File: config.mk
export PLATFORM = sky130hd
export DESIGN_NAME = dic_top
export DESIGN_NICKNAME = d
export VERILOG_FILES = /design/src/shared/dic_pkg.sv /design/src/design/dic_top.sv
export SDC_FILE = /design/constraint.sdc
export NUM_CORES = 1
export LEC_CHECK = 0
export ABC_CLOCK_PERIOD_IN_PS = 10450
export BUFFER_PORTS_ARGS = -buffer_cell sky130_fd_sc_hd__buf_2
export CORE_AREA = 2 2 186 188
export DETAILED_ROUTE_END_ITERATION = 8
export DIE_AREA = 0 0 188 190
export PLACE_DENSITY = 0.75
export SETUP_SLACK_MARGIN = 0.3
export SYNTH_ARGS = -nofsm -noshare
export SYNTH_HDL_FRONTEND = slang
export SYNTH_SLANG_ARGS = --single-unit
File: constraint.sdc
create_clock -name clock -period 10.45 [get_ports clock]
set_input_delay 2.09 -clock clock [delete_from_list [all_inputs] [get_ports clock]]
set_output_delay 2.09 -clock clock [all_outputs]
set_load 0.02 [all_outputs]
File: src/shared/dic_pkg.sv
// Purpose: Constants for the digital input conditioner.
// Assumes: 100 MHz clock, 32-bit register port with byte addresses.
// Notes: Offsets are byte addresses of aligned words.
package dic_pkg;
  // ----------------------------------------------------------------
  // Register map
  // ----------------------------------------------------------------
  localparam int ADDR_W = 8;
  localparam int DATA_W = 32;
  localparam logic [7:0] OFS_CTRL = 8'h00;
  localparam logic [7:0] OFS_FAST_FILT = 8'h04;
  localparam logic [7:0] OFS_STD_FILT = 8'h08;
  localparam logic [7:0] OFS_FMIN = 8'h0c;
  localparam logic [7:0] OFS_FMAX = 8'h10;
  localparam logic [7:0] OFS_STATUS = 8'h14;
  localparam logic [7:0] OFS_FREQ = 8'h18;
  localparam logic [7:0] OFS_PERCENT = 8'h1c;
  localparam logic [7:0] OFS_INT_STS = 8'h20;
  localparam logic [7:0] OFS_INT_MASK = 8'h24;
  // ----------------------------------------------------------------
  // Fields and reset values
  // ----------------------------------------------------------------
  localparam int CTRL_MODE_LSB = 0;
  localparam int CTRL_INV_BIT = 3;
  localparam int CTRL_REACT_BIT = 4;
  localparam int CTRL_TRIG_LSB = 5;
  localparam logic [2:0] MODE_INACTIVE = 3'h0;
  localparam logic [2:0] MODE_BOOL = 3'h3;
  localparam logic [2:0] MODE_PULSE = 3'h4;
  localparam logic [1:0] TRIG_NONE = 2'h0;
  localparam logic [1:0] TRIG_RISE = 2'h1;
  localparam logic [1:0] TRIG_FALL = 2'h2;
  localparam logic [1:0] TRIG_BOTH = 2'h3;
  localparam logic [6:0] FAST_FILT_RST = 7'h00;
  localparam logic [6:0] STD_FILT_RST = 7'h05;
  localparam logic [16:0] FMIN_RST = 17'h00000;
  localparam logic [16:0] FMAX_RST = 17'h1adb0;
  localparam logic [6:0] PCT_FULL = 7'h64;
  localparam int INT_TRIG_BIT = 0;
  localparam int INT_MEAS_BIT = 1;
  // ----------------------------------------------------------------
  // Timing
  // ----------------------------------------------------------------
  localparam int CLK_PERIOD_NS = 10;
  localparam int MS_TICK_NS = 1000000;
  localparam int FAST_TICK_NS = 500;
  localparam int GATE_NS = 1000000000;
  localparam int MS_TICK_CYCLES = MS_TICK_NS / CLK_PERIOD_NS;
  localparam int FAST_TICK_CYCLES = FAST_TICK_NS / CLK_PERIOD_NS;
  localparam int GATE_CYCLES = GATE_NS / CLK_PERIOD_NS;
  typedef enum logic [0:0] {DIC_IDLE, DIC_DIV} dic_div_t;
endpackage

File: src/design/dic_top.sv
// Purpose: Conditions one digital input terminal of a motor drive.
// Assumes: One 100 MHz clock; pin is asynchronous to it.
// Notes: Instantiate once per terminal (input_terminal_a, _b).
`timescale 1ns/10ps
// Functional notes
// RULE1: Mode 0 inactive, 3 boolean, 4 pulse input; boolean after reset.
// RULE2: Pulse mode measures input frequency as an analog value.
// RULE3: Inversion 0 passes, 1 inverts the signal; resets to 0.
// RULE4: Fast filter time 0 to 63.50 us in 0.5 us steps; resets 0.
// RULE5: Standard filter time 0 to 127 ms in 1 ms steps; resets 5.
// RULE6: Filter ticks every 1 ms when reaction is 0, every 0.5 us if 1.
// RULE7: Standard reaction handles the input like any other input.
// RULE8: Fast reaction gives a fast event path at the 0.5 us tick.
// RULE9: Trigger 0 none, 1 rising, 2 falling, 3 both edges; resets 0.
// RULE10: Minimum frequency 0 to 110000 Hz maps to 0 percent; resets 0.
// RULE11: Maximum frequency maps to 100 percent; resets to 110000 Hz.
// RULE12: Invert first, then debounce, then detect edges.
// RULE13: Percent is linear between min and max, clamped to 0..100.
module dic_top
  import dic_pkg::*;
#(
  parameter int MS_CYCLES = dic_pkg::MS_TICK_CYCLES,
  parameter int GATE_LEN = dic_pkg::GATE_CYCLES
)
(
  input wire logic clock,
  input wire logic rst_n,
  input wire logic input_terminal,
  input wire logic [dic_pkg::ADDR_W-1:0] addr,
  input wire logic [dic_pkg::DATA_W-1:0] wr_data,
  input wire logic wr_en,
  input wire logic rd_en,
  output logic [dic_pkg::DATA_W-1:0] rd_data,
  output logic level_out,
  output logic trigger_event,
  output logic fast_event,
  output logic irq
);
  import dic_pkg::*;

  // ----------------------------------------------------------------
  // Configuration and interrupt registers
  // ----------------------------------------------------------------
  logic [2:0] mode_r, mode_nxt;
  logic inv_r, inv_nxt;
  logic react_r, react_nxt;
  logic [1:0] trig_r, trig_nxt;
  logic [6:0] fast_filt_r, fast_filt_nxt;
  logic [6:0] std_filt_r, std_filt_nxt;
  logic [16:0] fmin_r, fmin_nxt;
  logic [16:0] fmax_r, fmax_nxt;
  logic [1:0] int_sts_r, int_sts_nxt;
  logic [1:0] int_mask_r, int_mask_nxt;
  logic [DATA_W-1:0] rd_data_r, rd_data_nxt;
  logic [1:0] int_set;
  logic [16:0] freq_r;
  logic [6:0] pct_r;
  logic filt_r;

  function automatic logic [16:0] sat17(input logic [31:0] v);
    sat17 = (v > 32'(FMAX_RST)) ? FMAX_RST : v[16:0];
  endfunction

  always_comb
  begin
    mode_nxt = mode_r;
    inv_nxt = inv_r;
    react_nxt = react_r;
    trig_nxt = trig_r;
    fast_filt_nxt = fast_filt_r;
    std_filt_nxt = std_filt_r;
    fmin_nxt = fmin_r;
    fmax_nxt = fmax_r;
    int_mask_nxt = int_mask_r;
    int_sts_nxt = int_sts_r;
    rd_data_nxt = '0;
    if (wr_en)
    begin
      case (addr)
        OFS_CTRL:
        begin
          mode_nxt = wr_data[CTRL_MODE_LSB +: 3]; // [RULE1]
          inv_nxt = wr_data[CTRL_INV_BIT]; // [RULE3]
          react_nxt = wr_data[CTRL_REACT_BIT]; // [RULE6]
          trig_nxt = wr_data[CTRL_TRIG_LSB +: 2]; // [RULE9]
        end
        OFS_FAST_FILT: fast_filt_nxt = wr_data[6:0]; // [RULE4]
        OFS_STD_FILT: std_filt_nxt = wr_data[6:0]; // [RULE5]
        OFS_FMIN: fmin_nxt = sat17(wr_data); // [RULE10]
        OFS_FMAX: fmax_nxt = sat17(wr_data); // [RULE11]
        OFS_INT_STS: int_sts_nxt = int_sts_r & ~wr_data[1:0];
        OFS_INT_MASK: int_mask_nxt = wr_data[1:0];
        default: mode_nxt = mode_r;
      endcase
    end
    int_sts_nxt = int_sts_nxt | int_set;
    if (rd_en)
    begin
      case (addr)
        OFS_CTRL: rd_data_nxt = {25'h0, trig_r, react_r, inv_r, mode_r};
        OFS_FAST_FILT: rd_data_nxt = {25'h0, fast_filt_r};
        OFS_STD_FILT: rd_data_nxt = {25'h0, std_filt_r};
        OFS_FMIN: rd_data_nxt = {15'h0, fmin_r};
        OFS_FMAX: rd_data_nxt = {15'h0, fmax_r};
        OFS_STATUS: rd_data_nxt = {30'h0, react_r, filt_r};
        OFS_FREQ: rd_data_nxt = {15'h0, freq_r};
        OFS_PERCENT: rd_data_nxt = {25'h0, pct_r};
        OFS_INT_STS: rd_data_nxt = {30'h0, int_sts_r};
        OFS_INT_MASK: rd_data_nxt = {30'h0, int_mask_r};
        default: rd_data_nxt = '0;
      endcase
    end
  end

  always_ff @(posedge clock or negedge rst_n)
  begin
    if (!rst_n)
    begin
      mode_r <= MODE_BOOL; // [RULE1]
      inv_r <= 1'b0; // [RULE3]
      react_r <= 1'b0; // [RULE6]
      trig_r <= TRIG_NONE; // [RULE9]
      fast_filt_r <= FAST_FILT_RST; // [RULE4]
      std_filt_r <= STD_FILT_RST; // [RULE5]
      fmin_r <= FMIN_RST; // [RULE10]
      fmax_r <= FMAX_RST; // [RULE11]
      int_sts_r <= 2'h0;
      int_mask_r <= 2'h0;
      rd_data_r <= '0;
    end
    else
    begin
      mode_r <= mode_nxt;
      inv_r <= inv_nxt;
      react_r <= react_nxt;
      trig_r <= trig_nxt;
      fast_filt_r <= fast_filt_nxt;
      std_filt_r <= std_filt_nxt;
      fmin_r <= fmin_nxt;
      fmax_r <= fmax_nxt;
      int_sts_r <= int_sts_nxt;
      int_mask_r <= int_mask_nxt;
      rd_data_r <= rd_data_nxt;
    end
  end

  assign rd_data = rd_data_r;
  assign irq = |(int_sts_r & int_mask_r);

  // ----------------------------------------------------------------
  // Input path: synchroniser, ticks, debounce, edges
  // ----------------------------------------------------------------
  logic sync1_r, sync2_r;
  logic [31:0] ms_cnt_r, ms_cnt_nxt;
  logic [7:0] fast_cnt_r, fast_cnt_nxt;
  logic [6:0] db_cnt_r, db_cnt_nxt;
  logic filt_nxt, filt_d_r, level_r, level_nxt;
  logic trig_ev_r, trig_ev_nxt, fast_ev_r, fast_ev_nxt;
  logic ms_tick, fast_tick, tick, sig, active, rise, fall, edge_hit;
  logic [6:0] limit;

  always_comb
  begin
    active = (mode_r == MODE_BOOL) || (mode_r == MODE_PULSE); // [RULE1]
    ms_tick = (ms_cnt_r == 32'(MS_CYCLES - 1));
    fast_tick = (fast_cnt_r == 8'(FAST_TICK_CYCLES - 1));
    ms_cnt_nxt = ms_tick ? 32'h0 : ms_cnt_r + 32'h1;
    fast_cnt_nxt = fast_tick ? 8'h0 : fast_cnt_r + 8'h1;
    tick = react_r ? fast_tick : ms_tick; // [RULE6]
    limit = react_r ? fast_filt_r : std_filt_r;
    sig = sync2_r ^ inv_r; // [RULE3] [RULE12]
    filt_nxt = filt_r;
    db_cnt_nxt = db_cnt_r;
    if (!active)
    begin
      filt_nxt = 1'b0;
      db_cnt_nxt = 7'h0;
    end
    else if (sig == filt_r)
      db_cnt_nxt = 7'h0;
    else if (limit == 7'h0)
      filt_nxt = sig; // [RULE12]
    else if (tick)
    begin
      if (db_cnt_r + 7'h1 >= limit)
      begin
        filt_nxt = sig; // [RULE12]
        db_cnt_nxt = 7'h0;
      end
      else
        db_cnt_nxt = db_cnt_r + 7'h1;
    end
    rise = filt_r & ~filt_d_r;
    fall = ~filt_r & filt_d_r;
    case (trig_r) // [RULE9]
      TRIG_RISE: edge_hit = rise;
      TRIG_FALL: edge_hit = fall;
      TRIG_BOTH: edge_hit = rise | fall;
      default: edge_hit = 1'b0;
    endcase
    trig_ev_nxt = edge_hit & active; // [RULE12] [RULE7]
    fast_ev_nxt = edge_hit & active & react_r; // [RULE8]
    level_nxt = filt_r & (mode_r == MODE_BOOL);
  end

  always_ff @(posedge clock or negedge rst_n)
  begin
    if (!rst_n)
    begin
      sync1_r <= 1'b0;
      sync2_r <= 1'b0;
      ms_cnt_r <= 32'h0;
      fast_cnt_r <= 8'h0;
      db_cnt_r <= 7'h0;
      filt_r <= 1'b0;
      filt_d_r <= 1'b0;
      level_r <= 1'b0;
      trig_ev_r <= 1'b0;
      fast_ev_r <= 1'b0;
    end
    else
    begin
      sync1_r <= input_terminal;
      sync2_r <= sync1_r;
      ms_cnt_r <= ms_cnt_nxt;
      fast_cnt_r <= fast_cnt_nxt;
      db_cnt_r <= db_cnt_nxt;
      filt_r <= filt_nxt;
      filt_d_r <= filt_r;
      level_r <= level_nxt;
      trig_ev_r <= trig_ev_nxt;
      fast_ev_r <= fast_ev_nxt;
    end
  end

  assign level_out = level_r;
  assign trigger_event = trig_ev_r;
  assign fast_event = fast_ev_r;

  // ----------------------------------------------------------------
  // Pulse frequency measurement and scaling
  // ----------------------------------------------------------------
  dic_div_t st_r, st_nxt;
  logic [31:0] gate_r, gate_nxt;
  logic [16:0] edges_r, edges_nxt, freq_nxt;
  logic [23:0] rem_r, rem_nxt, den_r, den_nxt;
  logic [6:0] q_r, q_nxt, pct_nxt;
  logic gate_end, pulse;

  always_comb
  begin
    pulse = (mode_r == MODE_PULSE);
    gate_end = (gate_r == 32'(GATE_LEN - 1));
    gate_nxt = (gate_end || !pulse) ? 32'h0 : gate_r + 32'h1;
    edges_nxt = edges_r;
    freq_nxt = freq_r;
    st_nxt = st_r;
    rem_nxt = rem_r;
    den_nxt = den_r;
    q_nxt = q_r;
    pct_nxt = pct_r;
    int_set = {1'b0, trig_ev_r};
    if (!pulse)
      edges_nxt = 17'h0;
    else if (gate_end)
    begin
      freq_nxt = edges_r; // [RULE2]
      edges_nxt = {16'h0, rise};
      if (fmax_r <= fmin_r || edges_r <= fmin_r || edges_r >= fmax_r)
      begin
        pct_nxt = (edges_r >= fmax_r) ? PCT_FULL : 7'h0; // [RULE13]
        int_set[INT_MEAS_BIT] = 1'b1;
      end
      else
      begin
        rem_nxt = 24'(edges_r - fmin_r) * 24'(PCT_FULL); // [RULE13]
        den_nxt = 24'(fmax_r - fmin_r);
        q_nxt = 7'h0;
        st_nxt = DIC_DIV;
      end
    end
    else if (rise && edges_r != FMAX_RST)
      edges_nxt = edges_r + 17'h1; // [RULE2]
    case (st_r)
      DIC_IDLE: q_nxt = q_nxt;
      DIC_DIV:
      begin
        if (rem_r >= den_r)
        begin
          rem_nxt = rem_r - den_r;
          q_nxt = q_r + 7'h1;
        end
        else
        begin
          pct_nxt = q_r; // [RULE13]
          int_set[INT_MEAS_BIT] = 1'b1;
          st_nxt = DIC_IDLE;
        end
      end
      default: st_nxt = DIC_IDLE;
    endcase
  end

  always_ff @(posedge clock or negedge rst_n)
  begin
    if (!rst_n)
    begin
      st_r <= DIC_IDLE;
      gate_r <= 32'h0;
      edges_r <= 17'h0;
      freq_r <= 17'h0;
      rem_r <= 24'h0;
      den_r <= 24'h0;
      q_r <= 7'h0;
      pct_r <= 7'h0;
    end
    else
    begin
      st_r <= st_nxt;
      gate_r <= gate_nxt;
      edges_r <= edges_nxt;
      freq_r <= freq_nxt;
      rem_r <= rem_nxt;
      den_r <= den_nxt;
      q_r <= q_nxt;
      pct_r <= pct_nxt;
    end
  end
endmodule

==> results.yml, run 1 <==
cells_and_area:
  design_area_um2: 18600
  area_delta_synth_final_pct: 10.9
  diodes: 0
  fillers: 2963
  fin_util: 0.546
  fin_nets: 2059
  multi_input_area_um2: 9600
  regArea_um2: 6350
  drive_gt1_frac: 0.101
route:
  wl_per_cell_um: 17.7
  vias_per_cell: 5.68
  vias: 13200
  drt_first_pass_iters: 8
  drt_iter0_markers: 978
  routed_wl_um: 41300
  ant_nets: 0
  drc: 0
logic_synthesis:
  synthCells: 1787
  synth_area_leaders: "dfrtp_1 (36%), ha_1 (11%), xnor2_1 (4.2%)"
  synth_edf_count: 0
  synth.distinct_cells: 70
  yosys_warnings: 0
  synthArstFlopShare: 1.00
  ys_top_cells_by_count: "dfrtp_1 (240), nand2_1 (174), inv_1 (157)"
  synth-seq-cells: 253
  yosysTopAreaCell: "dfrtp_1"
  synth_area_um2: 16700
  synth_top_area_share: 0.359
  seq_area_frac_synth: 0.379
  synth_most_common_cell: "dfrtp_1"
  avgSynthCellArea_um2: 9.36
  synth_ff_type: "dfrtp_1"
critical_path:
  cp-start-kind: "flip-flop"
  critPathLaunch: "edges_r[0]"
  crit_path_max_fanout: 5
  reg2reg_depth: 25
  rr_startpoint: "edges_r[0]"
  path_depth: 25
  setup.worst_path.end: "rem_r[23]"
  required_ns: 10.93
  critPathCaptureType: "flip-flop"
  regToRegSetupSlack_ns: 4.29
  reg2reg_to: "rem_r[23]"
  cp.arrival_ns: 6.64
  path_buf_inv: 4
  cpLargestDelayFamily: "compound AO/OA/AOI/OAI gates"
  worst_path_largest_cell_delay_ns: 0.55
  crit_type: "reg -> reg"
  slowest_stage: "a221oi_1"
timing:
  fmax_mhz: 162
  hold_violations: 0
  tightest_slew_ns: 1.10
  fin_skew_ns: 0.0116
  fin_tns_setup_ns: 0
  period_minus_slack_ns: 6.16
  hold_ws_ns: 0.352
  relSlewSlack: 0.262
  setup_viol: 0
  slew_violations: 0
  post-route-period-util: 0.590
  rsz0062_at_grt: "false"
floorplanning:
  fp.dieW_um: 188
  core-area_um2: 33900
  initial_utilization: 0.493
  die_y_um: 190
  die_area_um2: 35700
  rows: 68
  pin_count: 81
status:
  outcome: "finished clean"
place:
  placed_cell_area_um2: 17500
  place_congestion: 0.898
  port_buffers: 65
  dp_hpwl_um: 30400
pwr:
  powerDensity_nw_per_um2: 172
  clock_power_share: 0.341
  p_int_mw: 2.11
  p_sw_frac: 0.337
  power_mw: 3.19
  comb_power_share: 0.343
  pwr-share-seq: 0.316
  max-vdd-ir-drop_mv: 0.130
  p_leak_nw: 8.85
  switchingPower_mw: 1.07
grt:
  grt_pass1_vias: 13200
  grt_max_degree: 127
  antenna_found_initial: 0
  grt.overflow.total: 0
  grt_pass1_wl_um: 68200
  grt_usage: 0.232
cts:
  htreeDepth: 1
  clk_path_buf_depth: 3
  clkTransAtPathRegs_ns: 0.06
  holdBufCountCts: 0
  clock_sinks: 253
  insertion_delay_ns: 0.55
  cts_tree: "yes"
  cts_resized: 0
  postCtsSetupRepairBufs: 0
  cts_buffers: 28
  cts_root_buf: "clkbuf_16"
min_path:
  hold_path.class: "reg -> reg"
job:
  max_cap_violations: 0
state kept, by name, indices dropped and copies added (netlist names), 7 cells and up:
register,count
edges_r,17
q_r,7
fast_filt_r,7
fmin_r,17
rem_r,24
pct_r,7
ms_cnt_r,32
fast_cnt_r,8
den_r,18
rd_data,17
freq_r,17
std_filt_r,7
db_cnt_r,7
gate_r,32
fmax_r,17
area by class of cell:
cell class,count,share of cell area
Inverter,158,0.0320
Tap cell,455,0.0307
Timing Repair Buffer,75,0.0221
Clock buffer,34,0.0428
Sequential cell,253,0.342
Multi-Input combinational cell,1335,0.518
Clock inverter,18,0.0125
worst reg2reg max path, delay by kind of cell, from the launching register on:
family | cells | cell delay, ns
AO/OA/AOI/OAI | 9 | 2.19
XOR/XNOR | 1 | 0.17
adder cells (fa/ha/maj) | 6 | 2.05
buffers and inverters | 4 | 0.29
flip-flops | 1 | 0.40
AND/OR/NAND/NOR | 5 | 0.96
cells by family (layout without fill, tap and decap cells):
logic type / after synthesis / count (layout) / synth area share
buf+inv: 213 / 285 / 0.0517
mux: 84 / 84 / 0.0530
simple gates: 555 / 555 / 0.160
other cells: 1 / 15 / 0.000224
fa+ha+maj: 163 / 163 / 0.131
flops: 253 / 253 / 0.379
compound gates: 361 / 361 / 0.143
xor+xnor: 157 / 157 / 0.0822
stage by stage:
stage,instances,worst slack [ns]
after floorplan,1801,4.92
after CTS,2328,4.32
after global placement,2276,4.52
after detailed placement,2276,4.36
final,2328,4.29
after global routing,2328,3.84
power groups by stage:
stage | combinational [mW] | sequential (mW) | clock [mW]
after detailed placement | 1.08 | 1.02 | 0
final | 1.09 | 1.01 | 1.09
after global routing | 1.23 | 1.01 | 1.15
after global placement | 1.03 | 1.02 | 0
after floorplan | 0.833 | 1.02 | 0
after CTS | 1.08 | 1.01 | 1.11
worst min path at each step:
stage / endpoint / from / slack, ns / cells after the start
2_1_floorplan: sync2_r / sync1_r / 0.33 / 0
3_3_place_gp: sync2_r / sync1_r / 0.34 / 0
3_5_place_dp: sync2_r / sync1_r / 0.34 / 0
4_1_cts: sync2_r / sync1_r / 0.35 / 0
5_1_grt: sync2_r / sync1_r / 0.36 / 0
6_report: sync2_r / sync1_r / 0.35 / 0
cell usage in the layout, fill, tap and decap left out, types with 32 or more instances in the layout:
cell     count
o21ai_0    108
dfrtp_1    240
ha_1       143
nand4_1     32
nand3_1     64
mux2_2      36
buf_2       64
a21o_1      50
mux2i_1     47
a21oi_1     59
xnor2_1     81
inv_1      157
xor2_1      76
nor2_1     137
nand2_1    174
metal layers:
layer	wire length, um	track usage	up-vias	share of wire
met1	18300	0.311	6453	0.44
met2	20100	0.402	324	0.49
met5	0	0	-	0
met3	1950	0.0256	65	0.047
li1	-	-	6387	-
met4	896	0.0600	0	0.022
Power figures use the tool's default switching activity.
==> run 2, diff against run 1 <==
- ABC_AREA: default -> 1
- ABC_CLOCK_PERIOD_IN_PS: 10450 -> 6400
- CORE_AREA: 2 2 186 188 -> 2 2 195 197
- DIE_AREA: 0 0 188 190 -> 0 0 197 199
- PLACE_DENSITY: 0.75 -> 0.74
- clock period: 10.45 -> 6.4 ns (I/O delays scaled with it)
==> run 2 against run 1 <==
Against the previous run: highest routed layer unchanged; area after synthesis rose by 9.7%; largest power group is now the clock network; final cell count rose by 32%; clock power rose by 62%; critical path depth rose by 1.
==> results.yml, run 2 <==
pwr:
  pwr-share-seq: 0.396
  clock_power_share: 0.426
  switchingPower_mw: 1.22
  p_sw_frac: 0.293
  power_mw: 4.16
  comb_power_share: 0.178
  p_int_mw: 2.94
  p_leak_nw: 10.6
  max-vdd-ir-drop_mv: 0.180
  powerDensity_nw_per_um2: 207
logic_synthesis:
  synth_edf_count: 0
  synth_top_family_by_area: "simple AND/OR/NAND/NOR gates"
  muxShareOfSynthArea: 0.00164
  synth-seq-cells: 253
  synth_area_leaders: "dfrtp_1 (33%), nand2_1 (13%), ha_1 (9.7%)"
  yosys_warnings: 0
  avgSynthCellArea_um2: 7.31
  synthCells: 2513
  synth_compound_area_frac: 0.110
  synth-xor-area-share: 0.0468
  seq_area_frac_synth: 0.346
  synth.distinct_cells: 59
  synth_area_um2: 18400
  synthAdderAreaFrac: 0.119
  ys_top_cells_by_count: "nand2_1 (620), inv_1 (411), dfrtp_1 (240)"
  synthSimpleGateAreaFrac: 0.274
  synth_ff_type: "dfrtp_1"
  synth_top_area_share: 0.327
  yosysTopAreaCell: "dfrtp_1"
  synth_most_common_cell: "nand2_1"
  synthArstFlopShare: 1.00
cells_and_area:
  design_area_um2: 20100
  final_common_cell: "nand2_1"
  multi_input_area_um2: 10200
  top_regs: "gate_r (32), ms_cnt_r (32), rem_r (24)"
  diodes: 0
  regArea_um2: 6350
  area_delta_synth_final_pct: 9.49
  fillers: 3565
  final_cell_mix: "nand2_1 (620), inv_1 (411), dfrtp_1 (240), nor2_1 (219), ha_1 (143)"
  fin_nets: 2786
  drive_gt1_frac: 0.0661
timing:
  fmax_mhz: 190
  period_minus_slack_ns: 5.27
  rsz0062_at_grt: "false"
  fin_ws_ns: 1.13
  relSlewSlack: 0.370
  slew_violations: 0
  tightest_slew_ns: 0.942
  hold_violations: 0
  post-route-period-util: 0.823
  fin_skew_ns: 0.0192
  fin_tns_setup_ns: 0
  setup_viol: 0
route:
  drc: 0
  drt_iter0_markers: 1260
  wl_per_cell_um: 16.2
  vias: 16700
  routed_wl_um: 50000
  vias_per_cell: 5.42
  ant_nets: 0
  drt_first_pass_iters: 6
cts:
  cts_buffers: 29
  cts_root_buf: "clkbuf_16"
  clkTransAtPathRegs_ns: 0.06
  insertion_delay_ns: 0.57
  postCtsSetupRepairBufs: 0
  cts_resized: 0
  cts_tree: "yes"
  holdBufCountCts: 0
  clk_path_buf_depth: 3
  htreeDepth: 1
  clock_sinks: 253
floorplanning:
  pin_count: 81
  fp.dieW_um: 197
  rows: 71
  die_y_um: 199
  core-area_um2: 37100
  die_area_um2: 39200
  initial_utilization: 0.494
grt:
  grt_usage: 0.260
  grt_pass1_vias: 16400
  grt_pass1_wl_um: 82400
  grt_max_degree: 139
  antenna_found_initial: 0
  grt.overflow.total: 0
critical_path:
  cp-start-kind: "flip-flop"
  crit_type: "reg -> reg"
  crit_path_max_fanout: 6
  required_ns: 6.84
  critPathCaptureType: "flip-flop"
  cp.arrival_ns: 5.71
place:
  preCtsSetupSlack_ns: 1.27
  place_congestion: 0.958
  port_buffers: 65
  dp_hpwl_um: 38600
  placed_cell_area_um2: 19100
status:
  outcome: "finished clean"
min_path:
  hold_path.class: "reg -> reg"
job:
  max_cap_violations: 0
run 2: layout make-up:
class / instances / share of cell area
clock buffer: 39 / 0.0395
clock inverter: 15 / 0.0108
inverter: 420 / 0.0784
multi-input combinational: 1805 / 0.507
sequential: 253 / 0.316
tap: 474 / 0.0295
timing repair buffer: 69 / 0.0188
run 2: final timing paths:
path | from | end | slack [ns] | depth (start not counted)
setup reg to reg | edges_r[0] | rem_r[20] | 1.13 | 26
hold reg to reg | sync1_r | sync2_r | 0.35 | 0
setup / recovery | edges_r[0] | rem_r[20] | 1.13 | 26
min in group asynchronous | rst_n | ms_cnt_r[18] | 0.78 | 1
max in group asynchronous | rst_n | edges_r[9] | 4.26 | 2
hold / removal | sync1_r | sync2_r | 0.35 | 0
run 2: critical path: stages (launching register included):
cell and delay [ns]:
dfrtp_1 0.41, inv_1 0.19, ha_1 0.23, inv_1 0.09, fa_1 0.45, a21oi_1 0.27
o21bai_2 0.16, a21oi_1 0.22, xor2_1 0.33, inv_1 0.09, ha_1 0.31, ha_1 0.28
inv_1 0.05, fa_1 0.49, inv_1 0.04, ha_1 0.37, nand2_1 0.08, nand2_1 0.06
inv_1 0.05, o21ai_0 0.30, inv_1 0.10, nand2_1 0.11, nand3_1 0.10, nand3_1 0.09
nand2_1 0.07, o21bai_1 0.14, nor2_1 0.05
run 2: logic make-up (layout without fill, tap and decap cells):
kind of cell | count (synthesis) | count (layout)
other | 1 | 15
DFF | 253 | 253
muxes | 3 | 3
adders and majority gates | 163 | 163
buffers and inverters | 469 | 543
AOI/OAI and AO/OA | 365 | 365
xor gates and xnor gates | 98 | 98
and+or+nand+nor | 1161 | 1161
run 2: power groups by stage:
stage / combinational, mW / clock, mW / sequential, mW
after detailed placement: 0.726 / 0 / 1.68
after CTS: 0.733 / 1.80 / 1.65
after floorplan: 0.524 / 0 / 1.67
final: 0.739 / 1.77 / 1.65
after global routing: 0.832 / 1.87 / 1.65
after global placement: 0.718 / 0 / 1.68
run 2: through the flow:
stage          instances  hold WS (ns)   util
4_1_cts             3075         0.358  0.541
6_report            3075         0.353  0.541
3_3_place_gp        3021         0.350  0.514
5_1_grt             3075         0.364  0.541
3_5_place_dp        3021         0.345  0.514
2_1_floorplan       2527         0.331      -
run 2: metal layers:
metal / global-route usage / share of wire / up-vias
met1: 0.343 / 0.45 / 7789
met3: 0.0312 / 0.052 / 119
met2: 0.441 / 0.47 / 502
li1: - / - / 8242
met5: 0 / 0 / -
met4: 0.0952 / 0.037 / 0
==> run 3, diff against run 2 <==
- ABC_CLOCK_PERIOD_IN_PS: 6400 -> 4600
- PLACE_DENSITY: 0.74 -> 0.77
- clock period: 6.4 -> 4.6 ns (I/O delays scaled with it)
==> run 3 against run 2 <==
Against the previous run: non-clock buffer count increased by 76; combinational power up 71%; global-route usage increased by 0.081 points; die area is the same; highest routed layer unchanged; first-iteration DRC count up 31%; via count is 3.8% higher; clock-buffer cell count unchanged; largest power group is now registers; setup slack worse by 0.86 ns; sequential cell count did not move.
==> results.yml, run 3 (synthesis results as in run 2) <==
cells_and_area:
  multi_input_area_um2: 10900
  design_area_um2: 21200
  final_common_cell: "nand2_1"
  fillers: 3359
  fin_util: 0.572
  final_cell_mix: "nand2_1 (604), inv_1 (392), dfrtp_1 (238), nor2_1 (210), o21ai_0 (120)"
  regArea_um2: 6350
  top_regs: "gate_r (32), ms_cnt_r (32), rem_r (24)"
  drive_gt1_frac: 0.133
  diodes: 0
  area_delta_synth_final_pct: 15.7
  fin_nets: 2861
route:
  drc: 0
  vias: 17300
  ant_nets: 0
  vias_per_cell: 5.49
  wl_per_cell_um: 16.2
  drt_first_pass_iters: 5
  drt_iter0_markers: 1648
  routed_wl_um: 51100
floorplanning:
  die_area_um2: 39200
  core-area_um2: 37100
  pin_count: 81
  rows: 71
  initial_utilization: 0.494
  fp.dieW_um: 197
  die_y_um: 199
grt:
  antenna_found_initial: 0
  use_met3: 0.0312
  grt_max_degree: 112
  gr-usage-met2: 0.454
  top_usage_layer: "met2"
  grt_pass1_wl_um: 83000
  grt_usage: 0.261
  gr-usage-met1: 0.331
  grt.overflow.total: 0
  grt_pass1_vias: 17000
pwr:
  power_mw: 5.75
  p_int_mw: 4.02
  p_sw_frac: 0.300
  comb_power_share: 0.218
  powerDensity_nw_per_um2: 271
  p_leak_nw: 11.0
  max-vdd-ir-drop_mv: 0.245
  clock_power_share: 0.383
  switchingPower_mw: 1.73
  pwr-share-seq: 0.399
cts:
  holdBufCountCts: 0
  cts_root_buf: "clkbuf_16"
  insertion_delay_ns: 0.57
  cts_buffers: 28
  clk_path_buf_depth: 3
  clkTransAtPathRegs_ns: 0.06
  clock_sinks: 253
  cts_tree: "yes"
  htreeDepth: 1
critical_path:
  regToRegSetupSlack_ns: 0.27
  critPathCaptureType: "flip-flop"
  reg2reg_depth: 23
  rr_startpoint: "edges_r[1]"
  setup.worst_path.end: "rem_r[19]"
  reg2reg_to: "rem_r[19]"
  cp-start-kind: "flip-flop"
  cp.arrival_ns: 4.77
  crit_type: "reg -> reg"
  critPathLaunch: "edges_r[1]"
  crit_path_max_fanout: 5
  required_ns: 5.03
place:
  port_buffers: 65
  dp_hpwl_um: 38600
  place_congestion: 0.934
  placed_cell_area_um2: 19500
job:
  max_cap_violations: 0
timing:
  post-route-period-util: 0.942
  period_minus_slack_ns: 4.33
  tightest_slew_ns: 0.906
  slew_violations: 0
  fmax_mhz: 231
  hold_violations: 0
  setup_viol: 0
  fin_tns_setup_ns: 0
  relSlewSlack: 0.390
  fin_skew_ns: 0.0319
  rsz0062_at_grt: "true"
  hold_ws_ns: 0.348
status:
  outcome: "finished clean"
min_path:
  min_from: "sync1_r"
  hold_path.class: "reg -> reg"
## run 3: how the worst min path moves through the flow
stage	endpoint	slack (ns)	depth (start not counted)
finish	sync2_r	0.35	0
global placement	sync2_r	0.34	0
CTS	sync2_r	0.35	0
detailed placement	sync2_r	0.34	0
global route	sync2_r	0.36	0
floorplan	sync2_r	0.33	0
## run 3: routing by layer
metal / up-vias / part of all wire
li1: 8362 / -
met1: 8177 / 0.42
met2: 592 / 0.48
met3: 155 / 0.055
met4: 0 / 0.042
met5: - / 0
## run 3: critical path, cell delays in order, from the launching register on
cell and delay, ns:
dfrtp_2 0.45, buf_4 0.18, fa_2 0.39, buf_4 0.17, xor2_1 0.20, buf_4 0.17, ha_1 0.22, ha_1 0.28
inv_1 0.05, fa_1 0.51, inv_1 0.05, ha_1 0.38, nand2_1 0.14, nand2_1 0.07, nand2_1 0.05, nand2_1 0.08
nand2_1 0.12, nand3_2 0.08, inv_1 0.09, nand2_2 0.08, a21oi_1 0.16, xnor2_1 0.08, nor2_1 0.12, nor2_1 0.06
## run 3: timing repair
item,in CTS,in global routing
gates cloned,0,0
setup endpoints to repair,10,12
pin swaps,33,48
resized for setup,65,55
buffers inserted,19,17
## run 3: layout make-up
cell class	count	area share
Multi-Input combinational cell	1805	0.511
Inverter	420	0.0743
Tap cell	474	0.0279
Timing Repair Buffer	145	0.0452
Clock inverter	10	0.00554
Sequential cell	253	0.299
Clock buffer	39	0.0368
## run 3: per-stage QoR
step / std cells / setup WS, ns
after floorplan: 2527 / 0.303
after global routing: 3146 / 0.0139
after global placement: 3061 / 0.172
after detailed placement: 3061 / 0.0560
after CTS: 3129 / 0.282
final: 3146 / 0.267
## run 3: power by group through the flow
stage,Sequential (mW),Clock [mW],Combinational (mW)
floorplan,2.32,0,0.743
global placement,2.33,0,1.03
detailed placement,2.33,0,1.05
CTS,2.29,2.24,1.15
global route,2.30,2.33,1.38
finish,2.29,2.20,1.26
